**config.mk**
```make
export PLATFORM = sky130hd
export DESIGN_NAME = nct_core
export DESIGN_NICKNAME = d
export VERILOG_FILES = /design/src/nct_regfile.v /design/src/nct_core.v
export VERILOG_INCLUDE_DIRS = /design/src
export SDC_FILE = /design/constraint.sdc
export NUM_CORES = 1
export LEC_CHECK = 0
export ABC_AREA = 1
export BUFFER_PORTS_ARGS = -buffer_cell sky130_fd_sc_hd__buf_2
export CAP_MARGIN = 40
export CORE_MARGIN = 3
export CORE_UTILIZATION = 60
export CTS_CLUSTER_DIAMETER = 30
export CTS_CLUSTER_SIZE = 8
export DETAILED_ROUTE_END_ITERATION = 10
export PLACE_DENSITY_LB_ADDON = 0.08
export SYNTH_ARGS = -nofsm -noshare
export SYNTH_HDL_FRONTEND = slang
export SYNTH_SLANG_ARGS = --single-unit
export TNS_END_PERCENT = 1
```
**constraint.sdc**
```tcl
create_clock -name sys_clk_in -period 5.9 [get_ports sys_clk_in]
set_input_delay 0.59 -clock sys_clk_in [delete_from_list [all_inputs] [get_ports sys_clk_in]]
set_output_delay 0.59 -clock sys_clk_in [all_outputs]
set_load 0.01 [all_outputs]
```
**src/nct_regs.vh**
```
`ifndef NCT_REGS_VH
`define NCT_REGS_VH

// register bus offsets (byte addresses)
`define NCT_ADDR_W 8
`define NCT_OFF_CTRL 8'h00
`define NCT_OFF_ACC 8'h04
`define NCT_OFF_PC 8'h08
`define NCT_OFF_STAT 8'h0C

// control register fields
`define NCT_CTRL_RUN 0
`define NCT_CTRL_PAGE_LO 1
`define NCT_CTRL_PAGE_HI 2

// status register fields
`define NCT_STAT_SP 0
`define NCT_STAT_IRST 4

// reset values
`define NCT_RST_PC 11'h000
`define NCT_RST_ACC 4'h0
`define NCT_RST_PAGE 2'h0
`define NCT_RST_PORT 4'h0

// widths
`define NCT_PC_W 11
`define NCT_WORD_W 10

// instruction words, exact or under a mask
`define NCT_MSK_XRLP 10'h3D8
`define NCT_VAL_XRLP 10'h298
`define NCT_MSK_OUTI 10'h3F8
`define NCT_VAL_OUTI 10'h0D0
`define NCT_MSK_MOVAR 10'h3D0
`define NCT_VAL_MOVAR 10'h3C0
`define NCT_MSK_MOVRA 10'h3D0
`define NCT_VAL_MOVRA 10'h080
`define NCT_MSK_MOVRI 10'h3F0
`define NCT_VAL_MOVRI 10'h1C0
`define NCT_MSK_MOVRT 10'h3F0
`define NCT_VAL_MOVRT 10'h1E0
`define NCT_OP_MOVA_TH 10'h3D0
`define NCT_OP_MOVA_TL 10'h3F0
`define NCT_OP_MOVA_IMM 10'h3F1
`define NCT_OP_MOVA_T1 10'h3BF
`define NCT_OP_MOVA_T0 10'h39F
`define NCT_OP_JMP_P0 10'h011
`define NCT_OP_JMP_P1 10'h031
`define NCT_OP_CALL_P0 10'h051
`define NCT_OP_CALL_P1 10'h071
`define NCT_OP_JC_P0 10'h191
`define NCT_OP_JC_P1 10'h151
`define NCT_OP_JNC_P0 10'h1B1
`define NCT_OP_JNC_P1 10'h171
`define NCT_OP_JF_P0 10'h1D1
`define NCT_OP_JF_P1 10'h211
`define NCT_OP_JNF_P0 10'h1F1
`define NCT_OP_JNF_P1 10'h231
`define NCT_OP_RET 10'h112

`endif

```
**src/nct_regfile.v**
```verilog
`timescale 1ns/1ns
`include "nct_regs.vh"

// ----------------------------------------
// two banks of sixteen nibble registers
// ----------------------------------------
module nct_regfile
(
    input wire sys_clk_in,
    input wire rstn_in,
    input wire clr_in,
    input wire we_in,
    input wire [4:0] waddr_in,
    input wire [3:0] wdata_in,
    input wire pwe_in,
    input wire [3:0] pidx_in,
    input wire [7:0] pdata_in,
    input wire [4:0] raddr_in,
    output wire [3:0] rdata_out,
    output wire [7:0] pair0_out
);

wire [3:0] nib_w [0:31];

assign rdata_out = nib_w[raddr_in];
assign pair0_out = {nib_w[16], nib_w[0]};

genvar g;
generate
    for (g = 0; g < 32; g = g + 1)
    begin : g_nib
        reg [3:0] nib_ff;
        assign nib_w[g] = nib_ff;
        always @(posedge sys_clk_in or negedge rstn_in)
        begin
            if (!rstn_in)
                nib_ff <= 4'h0;
            else if (clr_in)
                nib_ff <= 4'h0;
            else if (pwe_in && ({1'b1, pidx_in} == g))
                nib_ff <= pdata_in[7:4];
            else if (pwe_in && ({1'b0, pidx_in} == g))
                nib_ff <= pdata_in[3:0];
            else if (we_in && (waddr_in == g))
                nib_ff <= wdata_in;
        end
    end
endgenerate

endmodule

```
**src/nct_core.v**
```verilog
// Local design decisions: strobed register access and the register offsets.
`timescale 1ns/1ns
`include "nct_regs.vh"
module nct_core #(
    parameter PAGE_COUNT = 2,
    parameter SP_WIDTH = 1
)
(
    input wire sys_clk_in,
    input wire rstn_in,
    input wire [`NCT_ADDR_W-1:0] bus_addr_in,
    input wire [31:0] bus_wdata_in,
    input wire bus_wr_in,
    input wire bus_rd_in,
    output reg [31:0] bus_rdata_out,
    input wire [9:0] rom_data_in,
    input wire test_flag_in,
    input wire [9:0] timer_in,
    output wire [10:0] rom_addr_out,
    output wire [31:0] port_latch_out,
    output wire [3:0] acc_out,
    output wire carry_bit_out,
    output wire int_reset_out
);

// ----------------------------------------
// states and helpers
// ----------------------------------------
localparam S_ISSUE = 4'b0001;
localparam S_EXEC = 4'b0010;
localparam S_OPND = 4'b0100;
localparam S_TABLE = 4'b1000;

// bit 2 valid, bits 1:0 latch slot for port index 0, 1, 3, 4
function [2:0] port_slot;
    input [2:0] n;
    begin
        case (n)
            3'h0: port_slot = 3'b100;
            3'h1: port_slot = 3'b101;
            3'h3: port_slot = 3'b110;
            3'h4: port_slot = 3'b111;
            default: port_slot = 3'b000;
        endcase
    end
endfunction

// address word carries a9 a7..a4 a8 a3..a0
function [9:0] addr_field;
    input [9:0] w;
    begin
        addr_field = {w[9], w[4], w[8:5], w[3:0]};
    end
endfunction

// byte word carries 0 d7..d4 0 d3..d0
function [7:0] byte_field;
    input [9:0] w;
    begin
        byte_field = {w[8:5], w[3:0]};
    end
endfunction

// ----------------------------------------
// state
// ----------------------------------------
reg [3:0] state_ff;
reg [10:0] pc_ff;
reg [SP_WIDTH-1:0] stack_depth_pointer_ff;
reg [10:0] saved_return_reg_ff;
reg [3:0] acc_ff;
reg carry_bit_ff;
reg [9:0] instr_ff;
reg [10:0] rom_addr_ff;
reg [3:0] port_ff [0:7];
reg run_ff;
reg [1:0] rom_page_select_ff;
reg int_reset_ff;
reg irst_seen_ff;

reg [3:0] nxt_state;
reg [10:0] nxt_pc;
reg [SP_WIDTH-1:0] nxt_sp;
reg [10:0] nxt_ret;
reg [3:0] nxt_acc;
reg nxt_carry;
reg [9:0] nxt_instr;
reg [10:0] nxt_rom_addr;
reg do_irst;
reg port_we;
reg port_pair;
reg [2:0] port_sel;
reg [7:0] port_data;
reg rf_we;
reg [4:0] rf_waddr;
reg [3:0] rf_wdata;
reg rf_pwe;
reg [3:0] rf_pidx;
reg [7:0] rf_pdata;

wire [3:0] rf_rdata;
wire [7:0] rf_pair0;
wire [9:0] iw;
wire [2:0] xslot;
wire [3:0] xport;
wire op_jmp;
wire op_call;
wire op_jc;
wire op_jnc;
wire op_jf;
wire op_jnf;
wire op_pg1;
wire [10:0] pc_next1;
wire [10:0] pc_next2;
wire [10:0] br_target;
wire [SP_WIDTH-1:0] sp_inc;
wire sp_carry;
wire [SP_WIDTH-1:0] sp_dec;
wire sp_borrow;

assign iw = instr_ff;
assign xslot = port_slot(rom_data_in[2:0]);
assign xport = port_ff[{rom_data_in[5], xslot[1:0]}];
assign op_jmp = (iw == `NCT_OP_JMP_P0) || (iw == `NCT_OP_JMP_P1);
assign op_call = (iw == `NCT_OP_CALL_P0) || (iw == `NCT_OP_CALL_P1);
assign op_jc = (iw == `NCT_OP_JC_P0) || (iw == `NCT_OP_JC_P1);
assign op_jnc = (iw == `NCT_OP_JNC_P0) || (iw == `NCT_OP_JNC_P1);
assign op_jf = (iw == `NCT_OP_JF_P0) || (iw == `NCT_OP_JF_P1);
assign op_jnf = (iw == `NCT_OP_JNF_P0) || (iw == `NCT_OP_JNF_P1);
assign op_pg1 = (iw == `NCT_OP_JMP_P1) || (iw == `NCT_OP_CALL_P1) ||
    (iw == `NCT_OP_JC_P1) || (iw == `NCT_OP_JNC_P1) ||
    (iw == `NCT_OP_JF_P1) || (iw == `NCT_OP_JNF_P1);
// counting stays inside the current 1K page
assign pc_next1 = {pc_ff[10], pc_ff[9:0] + 10'h001};
assign pc_next2 = {pc_ff[10], pc_ff[9:0] + 10'h002};
// second page only exists on the larger product
assign br_target = {op_pg1 & (PAGE_COUNT > 1),
    addr_field(rom_data_in)};
assign {sp_carry, sp_inc} = {1'b0, stack_depth_pointer_ff} + 1'b1;
assign {sp_borrow, sp_dec} = {1'b0, stack_depth_pointer_ff} - 1'b1;

// ----------------------------------------
// decode and execute
// ----------------------------------------
always @*
begin
    nxt_state = state_ff;
    nxt_pc = pc_ff;
    nxt_sp = stack_depth_pointer_ff;
    nxt_ret = saved_return_reg_ff;
    nxt_acc = acc_ff;
    nxt_carry = carry_bit_ff;
    nxt_instr = instr_ff;
    nxt_rom_addr = rom_addr_ff;
    do_irst = 1'b0;
    port_we = 1'b0;
    port_pair = 1'b0;
    port_sel = 3'h0;
    port_data = 8'h00;
    rf_we = 1'b0;
    rf_waddr = 5'h00;
    rf_wdata = 4'h0;
    rf_pwe = 1'b0;
    rf_pidx = 4'h0;
    rf_pdata = 8'h00;
    case (state_ff)
        S_ISSUE:
        begin
            nxt_rom_addr = pc_ff;
            if (run_ff)
                nxt_state = S_EXEC;
        end
        S_EXEC:
        begin
            nxt_instr = rom_data_in;
            nxt_pc = pc_next1;
            nxt_state = S_EXEC;
            if ((rom_data_in & `NCT_MSK_XRLP) == `NCT_VAL_XRLP)
            begin
                if (xslot[2])
                begin
                    nxt_acc = acc_ff ^ xport;
                    nxt_carry = acc_ff[3] & xport[3];
                end
            end
            else if ((rom_data_in & `NCT_MSK_MOVAR) == `NCT_VAL_MOVAR)
            begin
                nxt_acc = rf_rdata;
                nxt_carry = 1'b0;
            end
            else if ((rom_data_in & `NCT_MSK_MOVRA) == `NCT_VAL_MOVRA)
            begin
                rf_we = 1'b1;
                rf_waddr = {rom_data_in[5], rom_data_in[3:0]};
                rf_wdata = acc_ff;
            end
            else if (rom_data_in == `NCT_OP_MOVA_T1)
                nxt_acc = timer_in[9:6];
            else if (rom_data_in == `NCT_OP_MOVA_T0)
                nxt_acc = timer_in[5:2];
            else if (rom_data_in == `NCT_OP_RET)
            begin
                nxt_pc = saved_return_reg_ff;
                nxt_sp = sp_dec;
                do_irst = sp_borrow;
            end
            else if ((rom_data_in == `NCT_OP_MOVA_TH) ||
                (rom_data_in == `NCT_OP_MOVA_TL) ||
                ((rom_data_in & `NCT_MSK_MOVRT) == `NCT_VAL_MOVRT))
            begin
                nxt_pc = pc_ff;
                nxt_rom_addr = {pc_ff[10], rom_page_select_ff,
                    rf_pair0};
                nxt_state = S_TABLE;
            end
            else if ((rom_data_in == `NCT_OP_MOVA_IMM) ||
                ((rom_data_in & `NCT_MSK_OUTI) == `NCT_VAL_OUTI) ||
                ((rom_data_in & `NCT_MSK_MOVRI) == `NCT_VAL_MOVRI) ||
                (rom_data_in == `NCT_OP_JMP_P0) ||
                (rom_data_in == `NCT_OP_JMP_P1) ||
                (rom_data_in == `NCT_OP_CALL_P0) ||
                (rom_data_in == `NCT_OP_CALL_P1) ||
                (rom_data_in == `NCT_OP_JC_P0) ||
                (rom_data_in == `NCT_OP_JC_P1) ||
                (rom_data_in == `NCT_OP_JNC_P0) ||
                (rom_data_in == `NCT_OP_JNC_P1) ||
                (rom_data_in == `NCT_OP_JF_P0) ||
                (rom_data_in == `NCT_OP_JF_P1) ||
                (rom_data_in == `NCT_OP_JNF_P0) ||
                (rom_data_in == `NCT_OP_JNF_P1))
            begin
                nxt_pc = pc_ff;
                nxt_rom_addr = pc_next1;
                nxt_state = S_OPND;
            end
            if (nxt_state == S_EXEC)
            begin
                nxt_rom_addr = nxt_pc;
                if (!run_ff)
                    nxt_state = S_ISSUE;
            end
        end
        S_OPND:
        begin
            nxt_pc = pc_next2;
            if (iw == `NCT_OP_MOVA_IMM)
            begin
                nxt_acc = rom_data_in[3:0];
                nxt_carry = 1'b0;
            end
            else if ((iw & `NCT_MSK_OUTI) == `NCT_VAL_OUTI)
            begin
                port_sel = port_slot(iw[2:0]);
                port_we = port_sel[2];
                port_pair = 1'b1;
                port_data = byte_field(rom_data_in);
            end
            else if ((iw & `NCT_MSK_MOVRI) == `NCT_VAL_MOVRI)
            begin
                rf_pwe = 1'b1;
                rf_pidx = iw[3:0];
                rf_pdata = byte_field(rom_data_in);
            end
            else if (op_jmp)
                nxt_pc = br_target;
            else if (op_jc && carry_bit_ff)
                nxt_pc = br_target;
            else if (op_jnc && !carry_bit_ff)
                nxt_pc = br_target;
            else if (op_jf && test_flag_in)
                nxt_pc = br_target;
            else if (op_jnf && !test_flag_in)
                nxt_pc = br_target;
            else if (op_call)
            begin
                nxt_sp = sp_inc;
                nxt_ret = pc_next2;
                nxt_pc = br_target;
                do_irst = sp_carry;
            end
            nxt_rom_addr = nxt_pc;
            nxt_state = run_ff ? S_EXEC : S_ISSUE;
        end
        S_TABLE:
        begin
            nxt_pc = pc_next1;
            if (iw == `NCT_OP_MOVA_TH)
            begin
                nxt_acc = rom_data_in[7:4];
                nxt_carry = 1'b0;
            end
            else if (iw == `NCT_OP_MOVA_TL)
            begin
                nxt_acc = rom_data_in[3:0];
                nxt_carry = 1'b0;
            end
            else
            begin
                rf_pwe = 1'b1;
                rf_pidx = iw[3:0];
                rf_pdata = rom_data_in[7:0];
            end
            nxt_rom_addr = nxt_pc;
            nxt_state = run_ff ? S_EXEC : S_ISSUE;
        end
        default:
        begin
            nxt_state = S_ISSUE;
        end
    endcase
end

// ----------------------------------------
// core registers
// ----------------------------------------
integer i;
always @(posedge sys_clk_in or negedge rstn_in)
begin
    if (!rstn_in)
    begin
        state_ff <= S_ISSUE;
        pc_ff <= `NCT_RST_PC;
        stack_depth_pointer_ff <= {SP_WIDTH{1'b0}};
        saved_return_reg_ff <= `NCT_RST_PC;
        acc_ff <= `NCT_RST_ACC;
        carry_bit_ff <= 1'b0;
        instr_ff <= 10'h000;
        rom_addr_ff <= `NCT_RST_PC;
        rom_page_select_ff <= `NCT_RST_PAGE;
        int_reset_ff <= 1'b0;
        for (i = 0; i < 8; i = i + 1)
            port_ff[i] <= `NCT_RST_PORT;
    end
    else if (do_irst)
    begin
        state_ff <= S_ISSUE;
        pc_ff <= `NCT_RST_PC;
        stack_depth_pointer_ff <= {SP_WIDTH{1'b0}};
        saved_return_reg_ff <= `NCT_RST_PC;
        acc_ff <= `NCT_RST_ACC;
        carry_bit_ff <= 1'b0;
        instr_ff <= 10'h000;
        rom_addr_ff <= `NCT_RST_PC;
        rom_page_select_ff <= `NCT_RST_PAGE;
        int_reset_ff <= 1'b1;
        for (i = 0; i < 8; i = i + 1)
            port_ff[i] <= `NCT_RST_PORT;
    end
    else
    begin
        state_ff <= nxt_state;
        pc_ff <= nxt_pc;
        stack_depth_pointer_ff <= nxt_sp;
        saved_return_reg_ff <= nxt_ret;
        acc_ff <= nxt_acc;
        carry_bit_ff <= nxt_carry;
        instr_ff <= nxt_instr;
        rom_addr_ff <= nxt_rom_addr;
        int_reset_ff <= 1'b0;
        if (bus_wr_in && (bus_addr_in == `NCT_OFF_CTRL))
            rom_page_select_ff <=
                bus_wdata_in[`NCT_CTRL_PAGE_HI:`NCT_CTRL_PAGE_LO];
        if (port_we && port_pair)
        begin
            port_ff[{1'b1, port_sel[1:0]}] <= port_data[7:4];
            port_ff[{1'b0, port_sel[1:0]}] <= port_data[3:0];
        end
    end
end

// ----------------------------------------
// register bus
// ----------------------------------------
always @(posedge sys_clk_in or negedge rstn_in)
begin
    if (!rstn_in)
    begin
        run_ff <= 1'b0;
        irst_seen_ff <= 1'b0;
        bus_rdata_out <= 32'h0000_0000;
    end
    else
    begin
        if (bus_wr_in && (bus_addr_in == `NCT_OFF_CTRL))
            run_ff <= bus_wdata_in[`NCT_CTRL_RUN];
        // a new internal reset wins over a clear in the same cycle
        if (do_irst)
            irst_seen_ff <= 1'b1;
        else if (bus_wr_in && (bus_addr_in == `NCT_OFF_STAT) &&
            bus_wdata_in[`NCT_STAT_IRST])
            irst_seen_ff <= 1'b0;
        bus_rdata_out <= 32'h0000_0000;
        if (bus_rd_in)
        begin
            case (bus_addr_in)
                `NCT_OFF_CTRL:
                    bus_rdata_out <= {29'h0, rom_page_select_ff, run_ff};
                `NCT_OFF_ACC:
                    bus_rdata_out <= {27'h0, carry_bit_ff, acc_ff};
                `NCT_OFF_PC:
                    bus_rdata_out <= {21'h0, pc_ff};
                `NCT_OFF_STAT:
                    bus_rdata_out <= {27'h0, irst_seen_ff,
                        {(4-SP_WIDTH){1'b0}}, stack_depth_pointer_ff};
                default:
                    bus_rdata_out <= 32'h0000_0000;
            endcase
        end
    end
end

// ----------------------------------------
// outputs and register file
// ----------------------------------------
assign rom_addr_out = rom_addr_ff;
assign acc_out = acc_ff;
assign carry_bit_out = carry_bit_ff;
assign int_reset_out = int_reset_ff;

genvar g;
generate
    for (g = 0; g < 8; g = g + 1)
    begin : g_port
        assign port_latch_out[g*4+3:g*4] = port_ff[g];
    end
endgenerate

nct_regfile u_regfile
(
    .sys_clk_in(sys_clk_in),
    .rstn_in(rstn_in),
    .clr_in(do_irst),
    .we_in(rf_we),
    .waddr_in(rf_waddr),
    .wdata_in(rf_wdata),
    .pwe_in(rf_pwe),
    .pidx_in(rf_pidx),
    .pdata_in(rf_pdata),
    .raddr_in({rom_data_in[5], rom_data_in[3:0]}),
    .rdata_out(rf_rdata),
    .pair0_out(rf_pair0)
);

endmodule

```
=== Word-level counts from Yosys, hierarchy flattened ===
Cells that the tools add are included.

* Add/subtract/negate cells: 4
* Order comparisons: 6
* Equal/unequal tests: 139
* Muxes and demuxes: 271
* Bitwise operators: 6
* Reductions and logical operators: 140

{| class="wikitable"
|+ Operators by type and width
! cell !! number
|-
| $mux 4 || 133
|-
| $mux 11 || 37
|-
| $eq 10x9->1 const B || 13
|-
| $eq 10x10->1 const B || 12
|-
| $reduce_bool 3->1 || 33
|-
| $mux 32 || 3
|-
| $pmux 11 s4 || 2
|-
| $eq 5x5->1 const B || 17
|-
| $bwmux 32 || 2
|-
| $mux 8 || 8
|-
| $logic_and 1x1->1 || 58
|-
| $mux 1 || 56
|-
| $ne 3x3->1 const B || 17
|-
| $eq 10x7->1 const B || 4
|-
| $eq 5x4->1 const B || 8
|-
| $mux 10 || 4
|-
| $eq 4x4->1 const B || 9
|-
| $ne 4x4->1 const B || 9
|-
| $pmux 11 s3 || 1
|-
| $logic_or 1x1->1 || 27
|-
| $eq 5x3->1 const B || 5
|-
| $demux 4 s3 || 2
|-
| $pmux 3 s4 || 2
|-
| $pmux 4 s3 || 2
|-
| 54 further kinds || 102
|}

* Flip-flop bits (word level): 250
* Bits of input ports: 65
* Output and inout bits: 81
* Logic and storage cells: 620

=== Depth between registers and ports, before layout ===
Gate-level depths: netlist (run 1).

* Word-level depth: 28
* Gate-level depth with buffers: 17
* Depth with buffers taken out: 17

=== Modules after synthesis ===
Synthesis (run 1) repeated with hierarchy kept, for this count alone.

* Cell total of the unflattened synthesis: 2,164
* Area, all modules: 14,762.9 µm²

{| class="wikitable"
|+ By module, submodules not included
! module !! times used !! cells each !! area each (µm²) !! seq. area each (µm²)
|-
| nct_regfile || 1 || 1,129 || 7,669.9 || 3,203.1
|-
| nct_core || 1 || 1,035 || 7,093.1 || 2,528.7
|}

=== Worst setup path before layout (run 1) ===
OpenSTA, ideal clock, no wires.

* Path kind: input to register
* Start: in rom_data_in[2]
* End: reg acc_ff[3], in the netlist acc_out[3]
* Setup time: 0.117 ns
* Data arrival time: 2.497 ns
* Data required time: 5.783 ns
* Setup slack: 3.286 ns
* Cell stages on the path: 14
* Path buffers: 2
* Cells stage by stage: buf_2 inv_1 nand2_1 nand2_1 clkbuf_1 nor2_1 o311ai_0 nand2_1 inv_1 ha_1 a21oi_1 nand2_1 nand3_1 nand2_1

* Longest elaborated chain between the ends: 11
* Elaborated cells between the ends (all ways): 38
* Classes of those cells: eq/ne (11); mux (21); bitwise (3); reduce/logical (3)

{| class="wikitable"
|+ RTL lines
! what !! RTL line !! text
|-
| from (decl) || nct_core.v:16 || <nowiki>input wire [9:0] rom_data_in,</nowiki>
|-
| $eq 3x3->1 (tied with other cells) || nct_core.v:38 || <nowiki>case (n)</nowiki>
|-
| $pmux 3 s4 || nct_core.v:38 ||
|-
| $not 3->4 (not written as such) || nct_core.v:123 || <nowiki>assign xport = port_ff[{rom_data_in[5], xslot[1:0]}];</nowiki>
|-
| $bmux 4 s3 || nct_core.v:123 ||
|-
| $mux 4 (not written as such) (2 in series) || nct_core.v:123 ||
|-
| $xor 4x4->4 || nct_core.v:182 || <nowiki>nxt_acc = acc_ff ^ xport;</nowiki>
|-
| $mux 4 || nct_core.v:180 || <nowiki>if (xslot[2])</nowiki>
|-
| $mux 4 || nct_core.v:178 || <nowiki>if ((rom_data_in & `NCT_MSK_XRLP) == `NCT_VAL_XRLP)</nowiki>
|-
| $pmux 4 s3 || nct_core.v:166 || <nowiki>case (state_ff)</nowiki>
|-
| $mux 4 || nct_core.v:334 || <nowiki>else if (do_irst)</nowiki>
|-
| to (signal assigned) || nct_core.v:325 || <nowiki>acc_ff <= `NCT_RST_ACC;</nowiki>
|-
| to (signal assigned) || nct_core.v:340 || <nowiki>acc_ff <= `NCT_RST_ACC;</nowiki>
|-
| to (signal assigned) || nct_core.v:355 || <nowiki>acc_ff <= nxt_acc;</nowiki>
|-
| to (decl) || nct_core.v:71 || <nowiki>reg [3:0] acc_ff;</nowiki>
|}

Parallel ways exist; a longest one is shown, timed or not. The select of a mux whose other input is x is not followed.
A chain may end at the register's enable or synchronous reset.

=== Final worst setup path (run 1) ===
* Start: reg state_ff[0]
* End: reg acc_ff[3], in the netlist acc_out[3]

* Longest elaborated chain between the ends: 4
* Elaborated cells between the ends (all ways): 13
* Classes of those cells: eq/ne (8); mux (3); reduce/logical (2)

{| class="wikitable"
|+ RTL lines
! what !! RTL line !! text
|-
| from (decl) || nct_core.v:67 || <nowiki>reg [3:0] state_ff;</nowiki>
|-
| from (signal assigned) || nct_core.v:351 || <nowiki>state_ff <= nxt_state;</nowiki>
|-
| $eq 4x3->1 / $eq 4x2->1 (equally long branches) || -- ||
|-
| $pmux 1 s2 || nct_core.v:166 ||
|-
| $ne 6x6->1 (no source line) (tied with other cells) || -- ||
|-
| $reduce_and 6->1 (no source line) || -- ||
|}

Parallel ways exist; a longest one is shown, timed or not.

==> results of run 1 <==
==> flip-flops by register name, summed over array words and instances, names as in the netlist <==
register	count
acc_out	4
bus_rdata_out	11
carry_bit_out	1
instr_ff	10
int_reset_out	1
irst_seen_ff	1
pc_ff	11
port_latch_out	32
rom_addr_out	11
rom_page_select_ff	2
run_ff	1
saved_return_reg_ff	11
stack_depth_pointer_ff	1
state_ff	4
u_regfile.g_nib.nib_ff	128
==> cells by family (layout without fill, tap and decap cells) <==
logic type	count (synthesis)	count (layout)	synth area share
multiplexers	1	1	0.000692
buffers and inverters	298	401	0.0892
AO/OA/AOI/OAI	385	385	0.152
flip-flops	229	229	0.396
XOR/XNOR	13	13	0.00787
other	1	22	0.000259
AND/OR/NAND/NOR	1143	1143	0.352
adder cells (fa/ha/maj)	3	3	0.00260
==> cell usage in the layout (no fill, tap or decap), types with 7 or more instances in the layout <==
master     instances
nand2_1          626
bufinv_16          9
inv_2             32
nand4_1           40
o31ai_1            9
o211ai_1          38
nor3_1            12
conb_1            21
nor2_1           146
clkinv_2           7
nor2_4            13
dfrtp_1          228
buf_2             93
a21oi_1           85
nand3b_1           7
clkbuf_1           7
buf_4             17
nand2_2           23
or2_2             15
nand3_1          229
o22ai_1           44
clkbuf_16         53
clkbuf_8          12
xor2_1            12
inv_1            153
o21ai_1           56
nor2_2            12
o21ai_0          122
o2111ai_1          9
==> worst max-delay path, stage by stage (launching register included) <==
cell      delay (ns)
dfstp_2         0.52
nor2_1          0.05
nand3_1         0.47
clkinv_1        0.94
nor2_2          0.90
inv_1           0.55
o21ai_0         0.21
o21ai_0         0.09
inv_1           0.07
nand3_1         0.07
nand2_1         0.07
==> metrics by stage <==
step           std cells  utilization  hold WS [ns]  power, mW
3_3_place_gp        2413        0.635         0.410       3.35
2_1_floorplan       2093            -         0.294       2.93
4_1_cts             2515        0.718         0.138       6.56
6_report            2516        0.718        0.0479       6.60
5_1_grt             2516        0.718         0.137       6.87
3_5_place_dp        2415        0.635         0.416       3.38
==> power by group <==
group	internal, mW	leakage (nW)	total, mW	switching, mW
Combinational	0.445	4.98	1.43	0.986
Sequential	1.76	2.56	1.99	0.227
Clock	2.19	0.944	3.18	0.984
==> final timing paths <==
kind	from	to	slack (ns)	cells after the start
min in group sys_clk_in	bus_wdata_in[0]	run_ff	0.30	3
setup reg to reg	state_ff[0]	acc_out[3]	1.89	10
setup / recovery	state_ff[0]	acc_out[3]	1.89	10
hold reg to reg	run_ff	state_ff[0]	0.42	1
max in group asynchronous	rstn_in	int_reset_out	4.65	2
hold / removal	rstn_in	u_regfile.g_nib[25].nib_ff[0]	0.05	1
==> area by class of cell <==
cell class              instances  area, µm²  share of cell area
inverters                     188        708              0.0417
multi-input cells            1566       7530               0.444
clock buffers                  72       1520              0.0895
diodes                          1       2.50            0.000148
repair buffers                113        632              0.0372
well taps                     319        399              0.0235
flip-flops and latches        229       5730               0.338
clock inverters                28        443              0.0261
==> metal layers <==
layer / up-vias / share of wire
li1: 7052 / -
met1: 7263 / 0.40
met2: 1004 / 0.43
met3: 163 / 0.13
met4: 0 / 0.037
met5: - / 0
==> cell usage after synthesis, types with 15 or more instances <==
cell type  instances
a21oi_1           85
buf_2             27
buf_4             28
clkbuf_1          50
dfrtp_1          228
inv_1            153
inv_2             32
nand2_1          626
nand2_2           23
nand3_1          229
nand4_1           40
nor2_1           146
o211ai_1          38
o21ai_0          122
o21ai_1           56
o22ai_1           46
or2_2             15
==> results.json, run 1 <==
{
  "status": "finished, final reports clean",
  "drc_errors": 0,
  "cts.sinks": 229,
  "worstPathArrival_ns": 4.52,
  "min_path_type": "primary input to asynchronous set/reset pin",
  "die_area_um2": 26000,
  "place_area_um2": 15000,
  "synth_edf_count": 0,
  "end_kind": "flip-flop",
  "coreArea_um2": 23600,
  "start_kind": "flip-flop",
  "vias": 15482,
  "use_met3": 0.0985,
  "die_w_um": 161,
  "ys_ff_latch": 229,
  "synth-warning-count": 0,
  "grt_usage": 0.389,
  "fin_area_um2": 17000,
  "postCtsHoldBufs": 0,
  "crit_type": "flip-flop to flip-flop",
  "ctsResizeCount": 0,
  "met2_usage": 0.580,
  "synth_area_um2": 14500,
  "crit_fanout": 26,
  "clockBufferDepth": 3,
  "ir_drop_mv": 0.364,
  "synth.top_cell.area_share": 0.394,
  "clock_tree.root_cell": "clkbuf_16",
  "finalWorstSetupSlack_ns": 1.89,
  "dp_slack_ns": 2.12,
  "top_usage_layer": "met2",
  "area_delta_synth_final_pct": 17.3,
  "fmax_mhz": 249,
  "clock-skew-final_ns": 0.0294,
  "wl_per_cell_um": 20.3,
  "nets": 2219,
  "clkSlewWorstSetupHoldPaths_ns": 0.05,
  "drive_above_1_share": 0.147,
  "cts_buffers": 53,
  "syn_inst": 2073,
  "hpwl_um": 34300,
  "cts_max_level": 2,
  "async_reset_ff_frac": 1.00,
  "filler_cell_count": 2023,
  "clk_latency_ns": 0.58,
  "setup_violations": 0,
  "post_cts_buffers": 0,
  "critPathRequiredTime_ns": 6.40,
  "routed_wl_um": 51000,
  "rsz0062_at_grt": "false",
  "firstDrtPassIters": 9,
  "fin_crit_sh": 0.680,
  "die_h_um": 161,
  "num_io_pins": 146,
  "tightest_slew_ns": 0.946,
  "ant_nets": 0,
  "synth_top_cells_by_area": "dfrtp_1 (39%), nand2_1 (16%), nand3_1 (7.9%)",
  "grt_start_max_net_pins": 119,
  "antenna_found_initial": 1,
  "yosysUniqueCellTypes": 51,
  "syn_avg_cell_area_um2": 6.98,
  "gp_congestion": 0.971,
  "grt_pass1_vias": 14644,
  "drv_cap": 0,
  "hold_viol_final": 0,
  "grt_pass1_wl_um": 80200,
  "synth_top_area_cell": "dfrtp_1",
  "via_per_inst": 6.15,
  "max-slew-margin-rel": 0.365,
  "rows": 56,
  "fin_tns_setup_ns": 0,
  "slew_viol_final": 0,
  "ys.flop_type": "dfrtp_1",
  "period_needed_ns": 4.01,
  "start_util": 0.613,
  "drtIter0Drc": 1967,
  "cts_tree": "built",
  "port_buffers": 94,
  "grtUsageMet1": 0.551,
  "overflow": 0,
  "power.leakage_nw": 8.48,
  "power_density_nw_per_um2": 389,
  "ys_seq_area_frac": 0.396
}
Power figures use the tool's default switching activity.
==> inputs of run 2 (changes only) <==
==> constraint.sdc (replaced) <==
create_clock -name sys_clk_in -period 3.78 [get_ports sys_clk_in]
set_input_delay 0.378 -clock sys_clk_in [delete_from_list [all_inputs] [get_ports sys_clk_in]]
set_output_delay 0.378 -clock sys_clk_in [all_outputs]
set_load 0.01 [all_outputs]
==> run 2 against run 1 <==
  * Sequential share of layout area is 0.55 points lower
  * Largest cell class unchanged
  * Clock skew is 0.0070 ns lower
  * Fmax is 35% higher
  * Final cell count is 1.2% higher
  * Via count is 1.3% higher
==> results.json, run 2 (synthesis gave the netlist of run 1 again) <==
{
  "clockBufferDepth": 3,
  "area_delta_synth_final_pct": 19.2,
  "mostFrequentLayoutCell": "nand2_1",
  "rsz0062_at_grt": "false",
  "drc_errors": 0,
  "via_per_inst": 6.16,
  "min_path_type": "primary input to flip-flop",
  "cts_max_level": 2,
  "die_w_um": 161,
  "cts_buffers": 58,
  "crit_type": "flip-flop to flip-flop",
  "clkSlewWorstSetupHoldPaths_ns": 0.05,
  "start_util": 0.613,
  "finalWorstSetupSlack_ns": 0.799,
  "power.leakage_nw": 8.63,
  "setup_violations": 0,
  "slowest_stage": "nor2_1",
  "rows": 56,
  "vias": 15685,
  "use_met3": 0.102,
  "worstPathArrival_ns": 3.40,
  "crit_fanout": 15,
  "drtIter0Drc": 2066,
  "num_io_pins": 146,
  "power_density_nw_per_um2": 610,
  "fin_crit_sh": 0.789,
  "postCtsHoldBufs": 1,
  "tightest_slew_ns": 1.00,
  "status": "finished, final reports clean",
  "hold_viol_final": 0,
  "overflow": 0,
  "cp_num_buf_inv": 1,
  "clock-skew-final_ns": 0.0224,
  "die_area_um2": 26000,
  "critical-path-top-delay-family": "simple AND/OR/NAND/NOR gates",
  "fin_tns_setup_ns": 0,
  "drive_above_1_share": 0.158,
  "post_cts_buffers": 0,
  "top_register": "u_regfile.g_nib.nib_ff",
  "fmax_mhz": 335,
  "firstDrtPassIters": 9,
  "max-slew-margin-rel": 0.329,
  "wl_per_cell_um": 20.3,
  "dp_slack_ns": 0.791,
  "die_h_um": 161,
  "grt_pass1_vias": 14835,
  "cts.sinks": 229,
  "start_kind": "flip-flop",
  "grtUsageMet1": 0.550,
  "hpwl_um": 35200,
  "path_cells": "inv_2 -> nand2_1 -> nor2_1 -> nand4_1 -> nand2_1 -> nand2_1 -> nand3_2 -> nand2_1 -> nand2_1 -> o21ai_0 -> o21ai_0 -> nand2_1",
  "crit_path_max_incr_delay_ns": 0.48,
  "met2_usage": 0.590,
  "critPathRequiredTime_ns": 4.20,
  "ant_nets": 0,
  "grt_start_max_net_pins": 108,
  "cpMostUsedCell": "nand2_1",
  "top_usage_layer": "met2",
  "gp_congestion": 0.998,
  "period_needed_ns": 2.98,
  "ir_drop_mv": 0.491,
  "routed_wl_um": 51700,
  "coreArea_um2": 23600,
  "slew_viol_final": 0,
  "antenna_found_initial": 1,
  "grt_pass1_wl_um": 80900,
  "port_buffers": 94,
  "nets": 2246,
  "clk_latency_ns": 0.56,
  "largest_reg_flops": 128,
  "grt_usage": 0.394,
  "mostFrequentLayoutCells": "nand2_1 (626), nand3_1 (229), dfrtp_1 (228), inv_1 (153), nor2_1 (146)",
  "ctsResizeCount": 0,
  "cts_tree": "built",
  "end_kind": "flip-flop",
  "clock_tree.root_cell": "clkbuf_16",
  "drv_cap": 0
}
==> run 2: cell count changes in the layout (fill, tap and decap cells not counted), sizes merged <==
| cell | before | now |
|---|---|---|
| clkdlybuf4s18 | 0 | 1 |
| buf | 113 | 133 |
| clkinvlp | 6 | 12 |
| clkbuf | 72 | 73 |
| dlygate4sd3 | 0 | 1 |
==> run 2: power breakdown <==
group | leakage (nW) | internal [mW] | switching (mW)
clock network | 0.979 | 3.62 | 1.56
registers | 2.56 | 2.75 | 0.361
logic | 5.09 | 0.709 | 1.53
==> run 2: metal layers <==
layer  part of all wire  up-vias
li1                   -     7116
met1               0.39     7309
met2               0.44     1073
met3               0.13      187
met4              0.037        0
met5                  0        -
==> run 2: stage by stage <==
stage | cells | utilization | area [µm²] | power (mW) | hold WS (ns)
2_1_floorplan | 2093 | - | 14500 | 4.57 | 0.0824
3_3_place_gp | 2435 | 0.642 | 15200 | 5.25 | 0.415
3_5_place_dp | 2436 | 0.642 | 15200 | 5.29 | 0.434
4_1_cts | 2544 | 0.730 | 17200 | 10.5 | 0.0825
5_1_grt | 2545 | 0.730 | 17200 | 11.0 | 0.0963
6_report | 2545 | 0.730 | 17200 | 10.5 | 0.0875
==> run 2: path summary, 6_finish.rpt <==
check / start / endpoint / slack (ns) / cells after the start
setup / recovery: instr_ff[2] / rom_addr_out[0] / 0.80 / 12
hold / removal: bus_wdata_in[2] / rom_page_select_ff[1] / 0.09 / 3
setup reg to reg: instr_ff[2] / rom_addr_out[0] / 0.80 / 12
hold reg to reg: run_ff / state_ff[0] / 0.43 / 1
max in group asynchronous: rstn_in / state_ff[0] / 2.36 / 3
min in group asynchronous: rstn_in / u_regfile.g_nib[25].nib_ff[2] / 0.47 / 2
==> run 2: worst reg2reg max path, delay by kind of cell (launching register included) <==
kind / cells / cell delay [ns]
AOI/OAI and AO/OA: 2 / 0.44
buffers and inverters: 1 / 0.18
DFF: 1 / 0.46
and+or+nand+nor: 9 / 1.77
==> run 2: cell type report <==
cell class | count | area [µm²]
fill | 1924 | 6370
antenna | 1 | 2.50
inverter | 188 | 708
clock buffer | 73 | 1620
multi-input combinational | 1566 | 7520
timing repair buffer | 135 | 818
tap | 319 | 399
clock inverter | 34 | 448
sequential | 229 | 5730
